$ cat src/inc/sbc_pkg.sv
// Constants and types for the storage boost control block
package sbc_pkg;
    // Clock rate
    localparam int CLK_MHZ = 100;
    // Inrush ramp hold after output comes near input
    localparam int RAMP_HOLD_MS = 10;
    localparam int RAMP_HOLD_CYC = RAMP_HOLD_MS * 1000 * CLK_MHZ;
    // Voltages carried in millivolts, 16 bits
    localparam logic [15:0] NEAR_MV = 16'h00C8;
    localparam logic [15:0] STR_EMPTY_MV = 16'h0BB8;
    // Top-off re-arm level in tenths of a percent
    localparam logic [9:0] TOPOFF_PERMILLE = 10'h3B6;
    // Power-good threshold base and step in tenths of a percent
    localparam logic [9:0] PG_BASE_PERMILLE = 10'h3B6;
    localparam logic [9:0] PG_STEP_PERMILLE = 10'h002;
    // Peak current settings in mA
    localparam logic [11:0] PEAK_MA_0 = 12'h0FA;
    localparam logic [11:0] PEAK_MA_1 = 12'h1F4;
    localparam logic [11:0] PEAK_MA_2 = 12'h3B6;
    localparam logic [11:0] PEAK_MA_3 = 12'h5DC;
    // Storage target table anchors in mV
    localparam logic [15:0] VSET_MIN_MV = 16'h1388;
    localparam logic [15:0] VSET_SECOND_MV = 16'h15E0;
    localparam logic [15:0] VSET_STEP_MV = 16'h03E8;
    localparam logic [15:0] VSET_LOW_BASE_MV = 16'h1B58;
    localparam logic [15:0] VSET_HIGH_BASE_MV = 16'h5208;
    localparam logic [15:0] VSET_MAX_MV = 16'h6D60;
    // Boost states
    typedef enum logic [1:0] {
        SBC_OFF = 2'b00,
        SBC_CHARGE = 2'b01,
        SBC_STANDBY = 2'b10
    } sbc_boost_t;
endpackage

$ cat src/hw/sbc_core.sv
// Storage boost charger control: start, regulation, top-off and code decoding
`timescale 1ns/1ps
// Functional notes
// - Start only after ramp done and enable high
// - Leave ramp 10ms after output nears input
// - At target stop charging, go standby, compare
// - Standby restarts below 95 percent of target
// - Supplement entry kills top-off immediately
// - Peak code selects 250/500/950/1500 mA
// - Switch on to peak, off to zero
// - Five-bit storage code gives 5V to 28V
// - Codes 11000 to 11111 all mean 28V
// - Storage code and threshold defaults come from factory option; peak code resets to 00
// - Power-good only above selected threshold
// - Shared four-bit threshold 95.0 to 98.0 percent; code applies it to power-good only, standby restart stays fixed at 95 percent
// - Supplement when input leaves its window
// - Step-down runs until storage reaches 3.0V
module sbc_core #(
    // Inrush hold in clock cycles; a bench may shorten it to keep runs small
    parameter int RAMP_CYC = sbc_pkg::RAMP_HOLD_CYC
) (
    input wire logic clk,
    input wire logic reset,
    input wire logic converter_enable_pin,
    input wire logic [15:0] vout_mv,
    input wire logic [15:0] vin_mv,
    input wire logic [15:0] storage_rail_mv,
    input wire logic input_in_window,
    input wire logic peak_reached,
    input wire logic inductor_zero,
    input wire logic cfg_load,
    input wire logic [1:0] boost_peak_current_code,
    input wire logic [4:0] storage_voltage_code,
    input wire logic [3:0] capacitor_drop_threshold_code,
    input wire logic [4:0] factory_option_vset,
    input wire logic [3:0] factory_option_thr,
    output logic ramp_done,
    output logic boost_switch_on,
    output logic [1:0] boost_state,
    output logic supplement_mode,
    output logic buck_on,
    output logic storage_pg,
    output logic [11:0] peak_ma,
    output logic [15:0] target_mv,
    output logic [9:0] pg_permille
);
    localparam int RW = $clog2(RAMP_CYC + 1);

    // Peak current decode
    function automatic logic [11:0] peak_decode(input logic [1:0] c);
        case (c)
            2'b00: peak_decode = sbc_pkg::PEAK_MA_0;
            2'b01: peak_decode = sbc_pkg::PEAK_MA_1;
            2'b10: peak_decode = sbc_pkg::PEAK_MA_2;
            default: peak_decode = sbc_pkg::PEAK_MA_3;
        endcase
    endfunction

    // Storage voltage decode, upper codes saturate at the maximum
    function automatic logic [15:0] vset_decode(input logic [4:0] c);
        logic [15:0] k;
        k = {12'h000, c[3:0]};
        if (c[4] && c[3]) begin
            vset_decode = sbc_pkg::VSET_MAX_MV;
        end else if (c[4]) begin
            vset_decode = 16'(sbc_pkg::VSET_HIGH_BASE_MV + k * sbc_pkg::VSET_STEP_MV);
        end else if (c[3:0] == 4'h0) begin
            vset_decode = sbc_pkg::VSET_MIN_MV;
        end else if (c[3:0] == 4'h1) begin
            vset_decode = sbc_pkg::VSET_SECOND_MV;
        end else begin
            vset_decode = 16'(sbc_pkg::VSET_LOW_BASE_MV + (k - 16'h0002) * sbc_pkg::VSET_STEP_MV);
        end
    endfunction

    // Percent-of-target compare: v*1000 >= t*pm
    function automatic logic at_or_above(input logic [15:0] v, input logic [15:0] t,
                                         input logic [9:0] pm);
        logic [31:0] lhs;
        logic [31:0] rhs;
        lhs = 32'(v) * 32'd1000;
        rhs = 32'(t) * 32'(pm);
        at_or_above = (lhs >= rhs);
    endfunction

    // Configuration registers
    logic [4:0] vset_q, vset_d;
    logic [3:0] thr_q, thr_d;
    logic [1:0] clim_q, clim_d;
    logic cfg_init_q, cfg_init_d;

    // Storage code and threshold defaults taken from the factory option after reset release, then host codes
    always_comb begin
        vset_d = vset_q;
        thr_d = thr_q;
        clim_d = clim_q;
        cfg_init_d = 1'b1;
        if (!cfg_init_q) begin
            vset_d = factory_option_vset;
            thr_d = factory_option_thr;
        end else if (cfg_load) begin
            vset_d = storage_voltage_code;
            thr_d = capacitor_drop_threshold_code;
            clim_d = boost_peak_current_code;
        end
    end

    always_ff @(posedge clk or posedge reset) begin
        if (reset) begin
            vset_q <= 5'h00;
            thr_q <= 4'h0;
            clim_q <= 2'h0;
            cfg_init_q <= 1'b0;
        end else begin
            vset_q <= vset_d;
            thr_q <= thr_d;
            clim_q <= clim_d;
            cfg_init_q <= cfg_init_d;
        end
    end

    // Decoded settings
    logic [15:0] tgt;
    logic [9:0] pgp;
    logic near_in;
    logic [16:0] vin_hi;
    assign tgt = vset_decode(vset_q);
    assign pgp = 10'(sbc_pkg::PG_BASE_PERMILLE + {6'h00, thr_q} * sbc_pkg::PG_STEP_PERMILLE);
    assign vin_hi = 17'(vin_mv) + 17'(sbc_pkg::NEAR_MV);
    assign near_in = (17'(vout_mv) + 17'(sbc_pkg::NEAR_MV) >= 17'(vin_mv))
                   && (17'(vout_mv) <= vin_hi);

    // Inrush ramp timer
    logic [RW-1:0] ramp_cnt_q, ramp_cnt_d;
    logic ramp_done_q, ramp_done_d;
    always_comb begin
        ramp_cnt_d = ramp_cnt_q;
        ramp_done_d = ramp_done_q;
        if (!ramp_done_q && near_in) begin
            if (ramp_cnt_q == RW'(RAMP_CYC - 1)) begin
                ramp_done_d = 1'b1;
            end else begin
                ramp_cnt_d = ramp_cnt_q + RW'(1);
            end
        end
    end

    // Supplement and step-down control
    logic supp_q, supp_d;
    logic buck_q, buck_d;
    always_comb begin
        supp_d = supp_q;
        buck_d = buck_q;
        if (!supp_q && ramp_done_q && !input_in_window) begin
            supp_d = 1'b1;
            buck_d = converter_enable_pin;
        end else if (supp_q && buck_q && storage_rail_mv <= sbc_pkg::STR_EMPTY_MV) begin
            buck_d = 1'b0;
        end else if (supp_q && input_in_window && !buck_q) begin
            supp_d = 1'b0;
        end
        if (!converter_enable_pin) begin
            buck_d = 1'b0;
        end
    end

    // Boost state machine and switch
    sbc_pkg::sbc_boost_t st_q, st_d;
    logic sw_q, sw_d;
    logic topping_q, topping_d;
    always_comb begin
        st_d = st_q;
        sw_d = sw_q;
        topping_d = topping_q;
        case (st_q)
            sbc_pkg::SBC_OFF: begin
                sw_d = 1'b0;
                if (ramp_done_q && converter_enable_pin && !supp_q) begin
                    st_d = sbc_pkg::SBC_CHARGE;
                    sw_d = 1'b1;
                    topping_d = 1'b0;
                end
            end
            sbc_pkg::SBC_CHARGE: begin
                if (storage_rail_mv >= tgt) begin
                    st_d = sbc_pkg::SBC_STANDBY;
                    sw_d = 1'b0;
                end else if (sw_q && peak_reached) begin
                    sw_d = 1'b0;
                end else if (!sw_q && inductor_zero) begin
                    sw_d = 1'b1;
                end
            end
            sbc_pkg::SBC_STANDBY: begin
                sw_d = 1'b0;
                if (!at_or_above(storage_rail_mv, tgt, sbc_pkg::TOPOFF_PERMILLE)) begin
                    st_d = sbc_pkg::SBC_CHARGE;
                    sw_d = 1'b1;
                    topping_d = 1'b1;
                end
            end
            default: begin
                st_d = sbc_pkg::SBC_OFF;
                sw_d = 1'b0;
            end
        endcase
        if (supp_d && topping_q && st_q == sbc_pkg::SBC_CHARGE) begin
            st_d = sbc_pkg::SBC_OFF;
            sw_d = 1'b0;
            topping_d = 1'b0;
        end
        if (!converter_enable_pin || supp_d) begin
            st_d = sbc_pkg::SBC_OFF;
            sw_d = 1'b0;
        end
    end

    // Output registers
    logic pg_d;
    // Strictly above the threshold; sitting exactly on it reads as not good
    assign pg_d = (32'(storage_rail_mv) * 32'd1000) > (32'(tgt) * 32'(pgp));

    always_ff @(posedge clk or posedge reset) begin
        if (reset) begin
            ramp_cnt_q <= '0;
            ramp_done_q <= 1'b0;
            supp_q <= 1'b0;
            buck_q <= 1'b0;
            st_q <= sbc_pkg::SBC_OFF;
            sw_q <= 1'b0;
            topping_q <= 1'b0;
            storage_pg <= 1'b0;
            peak_ma <= 12'h000;
            target_mv <= 16'h0000;
            pg_permille <= 10'h000;
        end else begin
            ramp_cnt_q <= ramp_cnt_d;
            ramp_done_q <= ramp_done_d;
            supp_q <= supp_d;
            buck_q <= buck_d;
            st_q <= st_d;
            sw_q <= sw_d;
            topping_q <= topping_d;
            storage_pg <= pg_d;
            peak_ma <= peak_decode(clim_q);
            target_mv <= tgt;
            pg_permille <= pgp;
        end
    end

    assign ramp_done = ramp_done_q;
    assign boost_switch_on = sw_q;
    assign boost_state = st_q;
    assign supplement_mode = supp_q;
    assign buck_on = buck_q;

    // Checks
    property p_start;
        @(posedge clk) disable iff (reset)
        (st_q == sbc_pkg::SBC_OFF && $past(st_q) == sbc_pkg::SBC_OFF) ##1
        (st_q == sbc_pkg::SBC_CHARGE) |-> $past(ramp_done_q && converter_enable_pin);
    endproperty
    a_start: assert property (p_start) else $error("boost started without qualification");
    property p_ramp;
        @(posedge clk) disable iff (reset)
        $rose(ramp_done_q) |-> $past(near_in);
    endproperty
    a_ramp: assert property (p_ramp) else $error("ramp left while output far");
    property p_standby;
        @(posedge clk) disable iff (reset)
        (st_q == sbc_pkg::SBC_CHARGE && storage_rail_mv >= tgt) |=> (st_q != sbc_pkg::SBC_CHARGE);
    endproperty
    a_standby: assert property (p_standby) else $error("charging past target");
    property p_topoff;
        @(posedge clk) disable iff (reset)
        (st_q == sbc_pkg::SBC_STANDBY && converter_enable_pin && !supp_d
         && !at_or_above(storage_rail_mv, tgt, sbc_pkg::TOPOFF_PERMILLE))
        |=> (st_q == sbc_pkg::SBC_CHARGE && sw_q);
    endproperty
    a_topoff: assert property (p_topoff) else $error("top-off not restarted");
    property p_supp_off;
        @(posedge clk) disable iff (reset)
        $rose(supp_q) |-> (st_q == sbc_pkg::SBC_OFF && !sw_q);
    endproperty
    a_supp_off: assert property (p_supp_off) else $error("boost on in supplement");
    property p_peak;
        @(posedge clk) disable iff (reset)
        (clim_q == 2'b10) |=> (peak_ma == sbc_pkg::PEAK_MA_2);
    endproperty
    a_peak: assert property (p_peak) else $error("peak decode wrong");
    property p_switch;
        @(posedge clk) disable iff (reset)
        (st_q == sbc_pkg::SBC_CHARGE && sw_q && !peak_reached) |=> (sw_q || st_q != sbc_pkg::SBC_CHARGE);
    endproperty
    a_switch: assert property (p_switch) else $error("switch dropped before peak");
    property p_vset;
        @(posedge clk) disable iff (reset)
        (vset_q[4:3] == 2'b11) |=> (target_mv == sbc_pkg::VSET_MAX_MV);
    endproperty
    a_vset: assert property (p_vset) else $error("saturated code not max");
    property p_enable;
        @(posedge clk) disable iff (reset)
        !converter_enable_pin |=> (st_q == sbc_pkg::SBC_OFF && !sw_q);
    endproperty
    a_enable: assert property (p_enable) else $error("boost alive with enable low");
    c_standby: cover property (@(posedge clk) disable iff (reset)
        st_q == sbc_pkg::SBC_STANDBY ##1 st_q == sbc_pkg::SBC_CHARGE);
    c_supp: cover property (@(posedge clk) disable iff (reset) $rose(supp_q) && topping_q);
    c_buck_end: cover property (@(posedge clk) disable iff (reset) $fell(buck_q) && supp_q);
endmodule

$ cat config.mk
export PLATFORM = sky130hd
export DESIGN_NAME = sbc_core
export DESIGN_NICKNAME = d
export VERILOG_FILES = /design/src/inc/sbc_pkg.sv /design/src/hw/sbc_core.sv
export SDC_FILE = /design/constraint.sdc
export NUM_CORES = 1
export LEC_CHECK = 0
export CAP_MARGIN = 20
export CELL_PAD_IN_SITES_DETAIL_PLACEMENT = 1
export CELL_PAD_IN_SITES_GLOBAL_PLACEMENT = 2
export CORE_UTILIZATION = 38
export DETAILED_ROUTE_END_ITERATION = 10
export DONT_BUFFER_PORTS = 1
export PLACE_DENSITY_LB_ADDON = 0.08
export RECOVER_POWER = 50
export SLEW_MARGIN = 10
export SYNTH_ARGS = -nofsm -noshare
export SYNTH_HDL_FRONTEND = slang
export SYNTH_SLANG_ARGS = --single-unit
$ cat constraint.sdc
create_clock -name clk -period 9.4 [get_ports clk]
set_input_delay 1.88 -clock clk [delete_from_list [all_inputs] [get_ports clk]]
set_output_delay 1.88 -clock clk [all_outputs]
set_load 0.02 [all_outputs]
Word level (Yosys, flattened, before mapping)
Cells that the tools add are included. Widths: inputs -> output; s select.

Register bits: 77. Input bits: 75.

$add $sub $neg: 7. Multipliers: 5. Magnitude comparators: 6. Eq/ne operators: 14. Mux-type cells: 33. Bitwise gates (word level): 1. Reductions and logical operators: 31.

Operators with widths (number): $mux 16 (4); $add 16x8->17 const B (2); $pmux 11 s3 (1); $ge 26x26->1 (1); $gt 26x26->1 (1); $mul 16x10->26 (1); $mul 16x9->25 const B (1); $mul 16x7->23 const B (1); $add 20x1->20 const B (1); $eq 20x20->1 const B (1); $ge 17x16->1 (1); $le 16x17->1 (1); $add 13x16->16 const A (1); $add 15x14->16 const A (1); $ge 16x16->1 (1); $le 16x12->1 const B (1); $mul 16x7->13 const B (1); $mux 1 (16); $logic_and 1x1->1 (15); $mul 4x7->11 const B (1); $mux 2 (5); $mux 5 (2); $add 8x6->9 const A (1); $mux 4 (2); other kinds (21) (34).

Logic depth before layout (Yosys ltp)
Depth in word-level cells: 13. Depth in mapped cells: 47.

Worst setup path after synthesis
Ideal clock, no wire load.

Kind: register -> register. Start: reg vset_q[3]. End: reg sw_q, in the netlist boost_switch_on. Library setup time: 82 ps. Arrival: 10255 ps. Required time: 9318 ps. Path slack: -937 ps. Cell stages (with the launch flop): 42. Clock period less this slack: 10337 ps. Path through: dfrtp_1 -> buf_2 -> inv_1 -> ha_1 -> nor2b_1 -> buf_6 -> ha_1 -> inv_1 -> fa_1 -> inv_1 -> fa_1 -> fa_1 -> ha_1 -> xor2_1 -> o31ai_1 -> nand2_1 -> xor2_1 -> o21ai_0 -> (+6 left out) -> fa_1 -> ha_1 -> a21o_1 -> a21o_1 -> a21oi_1 -> o21ai_0 -> a2111oi_0 -> o21bai_1 -> a21oi_1 -> xor2_1 -> ha_1 -> a2111oi_0 -> nand2_1 -> a211oi_1 -> nor2_1 -> a211oi_1 -> o21bai_1 -> o22ai_1.

Word-level cells in the longest chain between the ends: 13. Elaborated cells between the ends (all ways): 21. Classes of those cells: add/sub (3); mul (3); order compare (2); eq/ne (2); mux (9); reduce/logical (2).

Ends and longest elaborated chain: start: declaration (line sbc_core.sv:87) `logic [4:0] vset_q, vset_d;`; start signal: assignment (line sbc_core.sv:115) `vset_q <= vset_d;`; $sub 4x2->5 (line sbc_core.sv:72) `vset_decode = 16'(sbc_pkg::VSET_LOW_BASE_MV + (k - 16'h0002) * sbc_pkg::VSET_STEP_MV);`; $mul 16x7->13 (line sbc_core.sv:72); $add 13x16->16 (line sbc_core.sv:72); $mux 16 (line sbc_core.sv:69) `end else if (c[3:0] == 4'h1) begin`; $mux 16 (line sbc_core.sv:67) `end else if (c[3:0] == 4'h0) begin`; $mux 16 (line sbc_core.sv:65) `end else if (c[4]) begin`; $mux 16 (*) (line sbc_core.sv:63) `if (c[4] && c[3]) begin`; named net tgt[12] (line sbc_core.sv:123) `logic [15:0] tgt;`; $mul 16x9->25 (line sbc_core.sv:82) `rhs = 32'(t) * 32'(pm);`; $ge 26x26->1 (line sbc_core.sv:83) `at_or_above = (lhs >= rhs);`; $mux 1 (line sbc_core.sv:196) `if (!at_or_above(storage_rail_mv, tgt, sbc_pkg::TOPOFF_PERMILLE)) begin`; $pmux 1 s3 (line sbc_core.sv:175) `case (st_q)`; $mux 1 (line sbc_core.sv:207) `if (supp_d && topping_q && st_q == sbc_pkg::SBC_CHARGE) begin`; $mux 1 (line sbc_core.sv:212) `if (!converter_enable_pin || supp_d) begin`; end signal: assignment (line sbc_core.sv:242) `sw_q <= sw_d;`; end: declaration (line sbc_core.sv:169) `logic sw_q, sw_d;`.

Mark *: on every way through the listed nets, which the timed path passes. The rest lies on a longest branch. A chain may end at the register's enable or synchronous reset.

Worst setup path in the final report
Start: reg vset_q[2]. End: reg storage_pg.

Word-level cells in the longest chain between the ends: 9. Elaborated cells between the ends (all ways): 13. Classes of those cells: add/sub (3); mul (3); order compare (1); eq/ne (1); mux (4); reduce/logical (1).

Ends and longest elaborated chain: $sub 4x2->5 (line sbc_core.sv:72); $mul 16x7->13 (line sbc_core.sv:72); $add 13x16->16 (line sbc_core.sv:72); $mux 16 (line sbc_core.sv:69); $mux 16 (line sbc_core.sv:67); $mux 16 (*) (line sbc_core.sv:65); $mux 16 (*) (line sbc_core.sv:63); named net tgt[10] (line sbc_core.sv:123); $mul 16x10->26 (*) (line sbc_core.sv:221) `assign pg_d = (32'(storage_rail_mv) * 32'd1000) > (32'(tgt) * 32'(pgp));`; $gt 26x26->1 (*) (line sbc_core.sv:221); named net pg_d (line sbc_core.sv:219) `logic pg_d;`; end signal: assignment (line sbc_core.sv:244) `storage_pg <= pg_d;`; end: declaration (line sbc_core.sv:42) `output logic storage_pg,`.

Marks and branches as above.

==> results.json <==
{
  "dpl.hpwl_microns": 39400,
  "proportion_of_synthesized_flip_flops_having_asynchronous_set_or_reset_pct": 100,
  "synthesized_netlist_cell_count": 1698,
  "clock_sinks": 65,
  "netlist.area_leader.share_pct": 24.3,
  "seq_area_frac_synth_pct": 10.5,
  "slew_violations": 66,
  "fin_worst_skew_ns": 0.0155,
  "endpoint_kind": "register",
  "crit_path_start_kind": "register",
  "min_period_over_period_pct": 101,
  "crit_slowest_cell": "sky130_fd_sc_hd__fa_1",
  "h_tree_depth": 3,
  "synth_commonest_cells": "sky130_fd_sc_hd__ha_1 (301), sky130_fd_sc_hd__inv_1 (300), sky130_fd_sc_hd__fa_1 (188)",
  "grt_overflow": 0,
  "rsz0062_at_grt": "true",
  "synth_largest_area_cell": "sky130_fd_sc_hd__ha_1",
  "fp.dieW_microns": 204,
  "final_net_count": 2431,
  "antenna_violating_nets_post_route": 0,
  "gp_routability_congestion": 0.829,
  "drt_pre_antenna_iters": 4,
  "failed_checks": "max-capacitance violations, max-slew violations, negative setup slack",
  "timing.final.hold_violations": 0,
  "crit_fanout": 5,
  "layout_area_overhead_pct": 20.1,
  "finalSetupTns_ns": -0.281,
  "total_drc_errors_in_the_routed_layout": 0,
  "register_bit_count_reported_by_yosys": 65,
  "clock_path_buffers": 2,
  "path_common_cell": "sky130_fd_sc_hd__fa_1",
  "crit_arrival_ns": 9.77,
  "initialDrtViolationCount": 288,
  "yosysWarningCount": 0,
  "fmax_mhz": 105,
  "synth_ff_type": "sky130_fd_sc_hd__dfrtp_1",
  "tritoncts.num_buffers": 9,
  "yosysMostFrequentCell": "sky130_fd_sc_hd__ha_1",
  "status": "finished, violations left",
  "setup_slack_ns": -0.128,
  "cap_violations": 1,
  "synth.distinct_cells": 75,
  "ratio_of_cells_with_drive_above_1_in_the_final_layout_pct": 19.2,
  "cts_root_buffer": "sky130_fd_sc_hd__clkbuf_16",
  "finalCriticalPeriod_ns": 9.53,
  "insertedDiodeCount": 0,
  "antenna_violations_before_repair": 1,
  "initial_utilization_pct": 38.8,
  "die_area_sq_um": 41600,
  "core_area_sq_um": 40000,
  "core.rowCount": 73,
  "cts_tree": "yes",
  "vertical_die_dimension_microns": 204,
  "wl_per_cell_microns": 19.4,
  "first_global_vias": 14000,
  "max-slew-margin-rel_pct": -167,
  "timing_worst_slew_pin_value_ns": 4.01,
  "port_buffers": 0,
  "grtUsageTotal_pct": 23.4,
  "synthTopCellsByArea": "sky130_fd_sc_hd__ha_1 (24%), sky130_fd_sc_hd__fa_1 (24%), sky130_fd_sc_hd__dfrtp_1 (10%)",
  "fill_cells": 4578,
  "hold_path_class": "register to register",
  "grt_pass1_wl_microns": 75600,
  "synth_edf_count": 0,
  "crit_path_max_incr_delay_ns": 0.55,
  "route.vias.total": 12300,
  "post_route_core_utilization_pct": 46.6,
  "worst_ep_required_time_ns": 9.65,
  "netlist_area_sq_um": 15500,
  "setup.worst_path.class": "register to register",
  "maximum_number_of_pins_on_one_net_before_global_route_repair": 66,
  "design.portCount": 120,
  "syn_avg_cell_area_sq_um": 9.13,
  "worst_setup_hold_path_clk_slew_ns": 0.07,
  "holdBufCountCts": 0,
  "avgViaCountPerCell": 5.13,
  "finalSetupViolCount": 3,
  "clock_latency_ns": 0.36,
  "drt_wl_total_microns": 46500
}
[layout make-up]
cell class,instances,area (sq um),area share (%)
clock buffer,9,225,1.21
sequential,65,1630,8.75
inverter,301,1140,6.11
timing repair buffer,186,1450,7.80
clock inverter,6,60.1,0.322
tap,525,657,3.53
multi-input combinational,1304,13500,72.3
[critical path, delay by kind of cell (launching register included)]
| kind | cells | cell delay (ns) |
|---|---|---|
| buf+inv | 6 | 0.43 |
| fa+ha+maj | 13 | 5.14 |
| xor+xnor | 4 | 0.74 |
| flops | 1 | 0.38 |
| simple gates | 8 | 0.70 |
| compound gates | 13 | 2.01 |
[final timing paths]
kind                                from       endpoint  slack (ns)  cells past startpoint
max in group asynchronous          reset      vset_q[1]        3.86                      2
setup reg to reg               vset_q[2]     storage_pg       -0.13                     44
hold reg to reg            ramp_cnt_q[4]  ramp_cnt_q[4]        0.46                      1
setup / recovery               vset_q[2]     storage_pg       -0.13                     44
min in group asynchronous          reset  target_mv[12]        2.99                      2
hold / removal             ramp_cnt_q[4]  ramp_cnt_q[4]        0.46                      1
[layout by cell type (no fill, tap or decap), types with 11 or more instances in the layout]
cell / n
sky130_fd_sc_hd__and3_1: 11
sky130_fd_sc_hd__o21a_1: 17
sky130_fd_sc_hd__a21oi_2: 12
sky130_fd_sc_hd__nand2_1: 93
sky130_fd_sc_hd__buf_4: 168
sky130_fd_sc_hd__nand2b_1: 18
sky130_fd_sc_hd__inv_1: 287
sky130_fd_sc_hd__nand4_1: 29
sky130_fd_sc_hd__nand3_1: 28
sky130_fd_sc_hd__fa_1: 185
sky130_fd_sc_hd__o21ai_0: 36
sky130_fd_sc_hd__and2_1: 12
sky130_fd_sc_hd__xnor2_1: 70
sky130_fd_sc_hd__a21oi_1: 62
sky130_fd_sc_hd__xor2_1: 47
sky130_fd_sc_hd__dfrtp_1: 62
sky130_fd_sc_hd__ha_1: 276
sky130_fd_sc_hd__nor3_1: 25
sky130_fd_sc_hd__mux2i_1: 14
sky130_fd_sc_hd__nor2b_1: 17
sky130_fd_sc_hd__a21o_1: 38
sky130_fd_sc_hd__nor2_1: 93
sky130_fd_sc_hd__inv_2: 11
sky130_fd_sc_hd__ha_4: 23
sky130_fd_sc_hd__nor4_1: 12
[state kept, by name, indices dropped and copies added, names as in the netlist]
signal           count
boost_state          2
boost_switch_on      1
buck_on              1
clim_q               2
peak_ma              7
pg_permille          7
ramp_cnt_q          20
ramp_done            1
storage_pg           1
supplement_mode      1
target_mv           13
thr_q                4
vset_q               5
[layer usage]
layer	up-vias	GRT usage, %	routed length, microns	part of all wire, %
li1	5961	-	-	-
met1	6157	29.6	20500	44
met2	126	43.3	24400	53
met3	43	2.22	857	1.8
met4	0	4.16	617	1.3
met5	-	0	0	0
[per-stage QoR]
step	cell area [sq um]	worst slack [ns]	std cells	hold WS [ns]
after floorplan	15700	-0.0161	1703	0.433
after global placement	17300	-0.555	2346	0.449
after detailed placement	17300	-0.711	2346	0.452
after CTS	18300	-0.204	2382	0.465
after global routing	18600	-0.641	2396	0.494
final	18600	-0.128	2396	0.465
[kinds of logic (layout without fill, tap and decap cells)]
family	count (synthesis)	after routing	synth area share [%]
AO/OA/AOI/OAI	262	262	11.2
XOR/XNOR	128	128	7.23
adder cells (fa/ha/maj)	489	489	48.6
buffers and inverters	334	502	8.49
flip-flops	65	65	10.5
multiplexers	19	19	1.26
other	2	7	0.0484
AND/OR/NAND/NOR	399	399	12.7
[what timing repair did]
action	4_1_cts	5_1_grt
resized for setup	113	46
pin swaps	93	58
cloned	0	0
setup endpoints to repair	4	4
buffers inserted	21	14
Power is left out: the tool's default activity adds up to more than one toggle a clock period on the data nets, which glitch-free logic cannot reach.
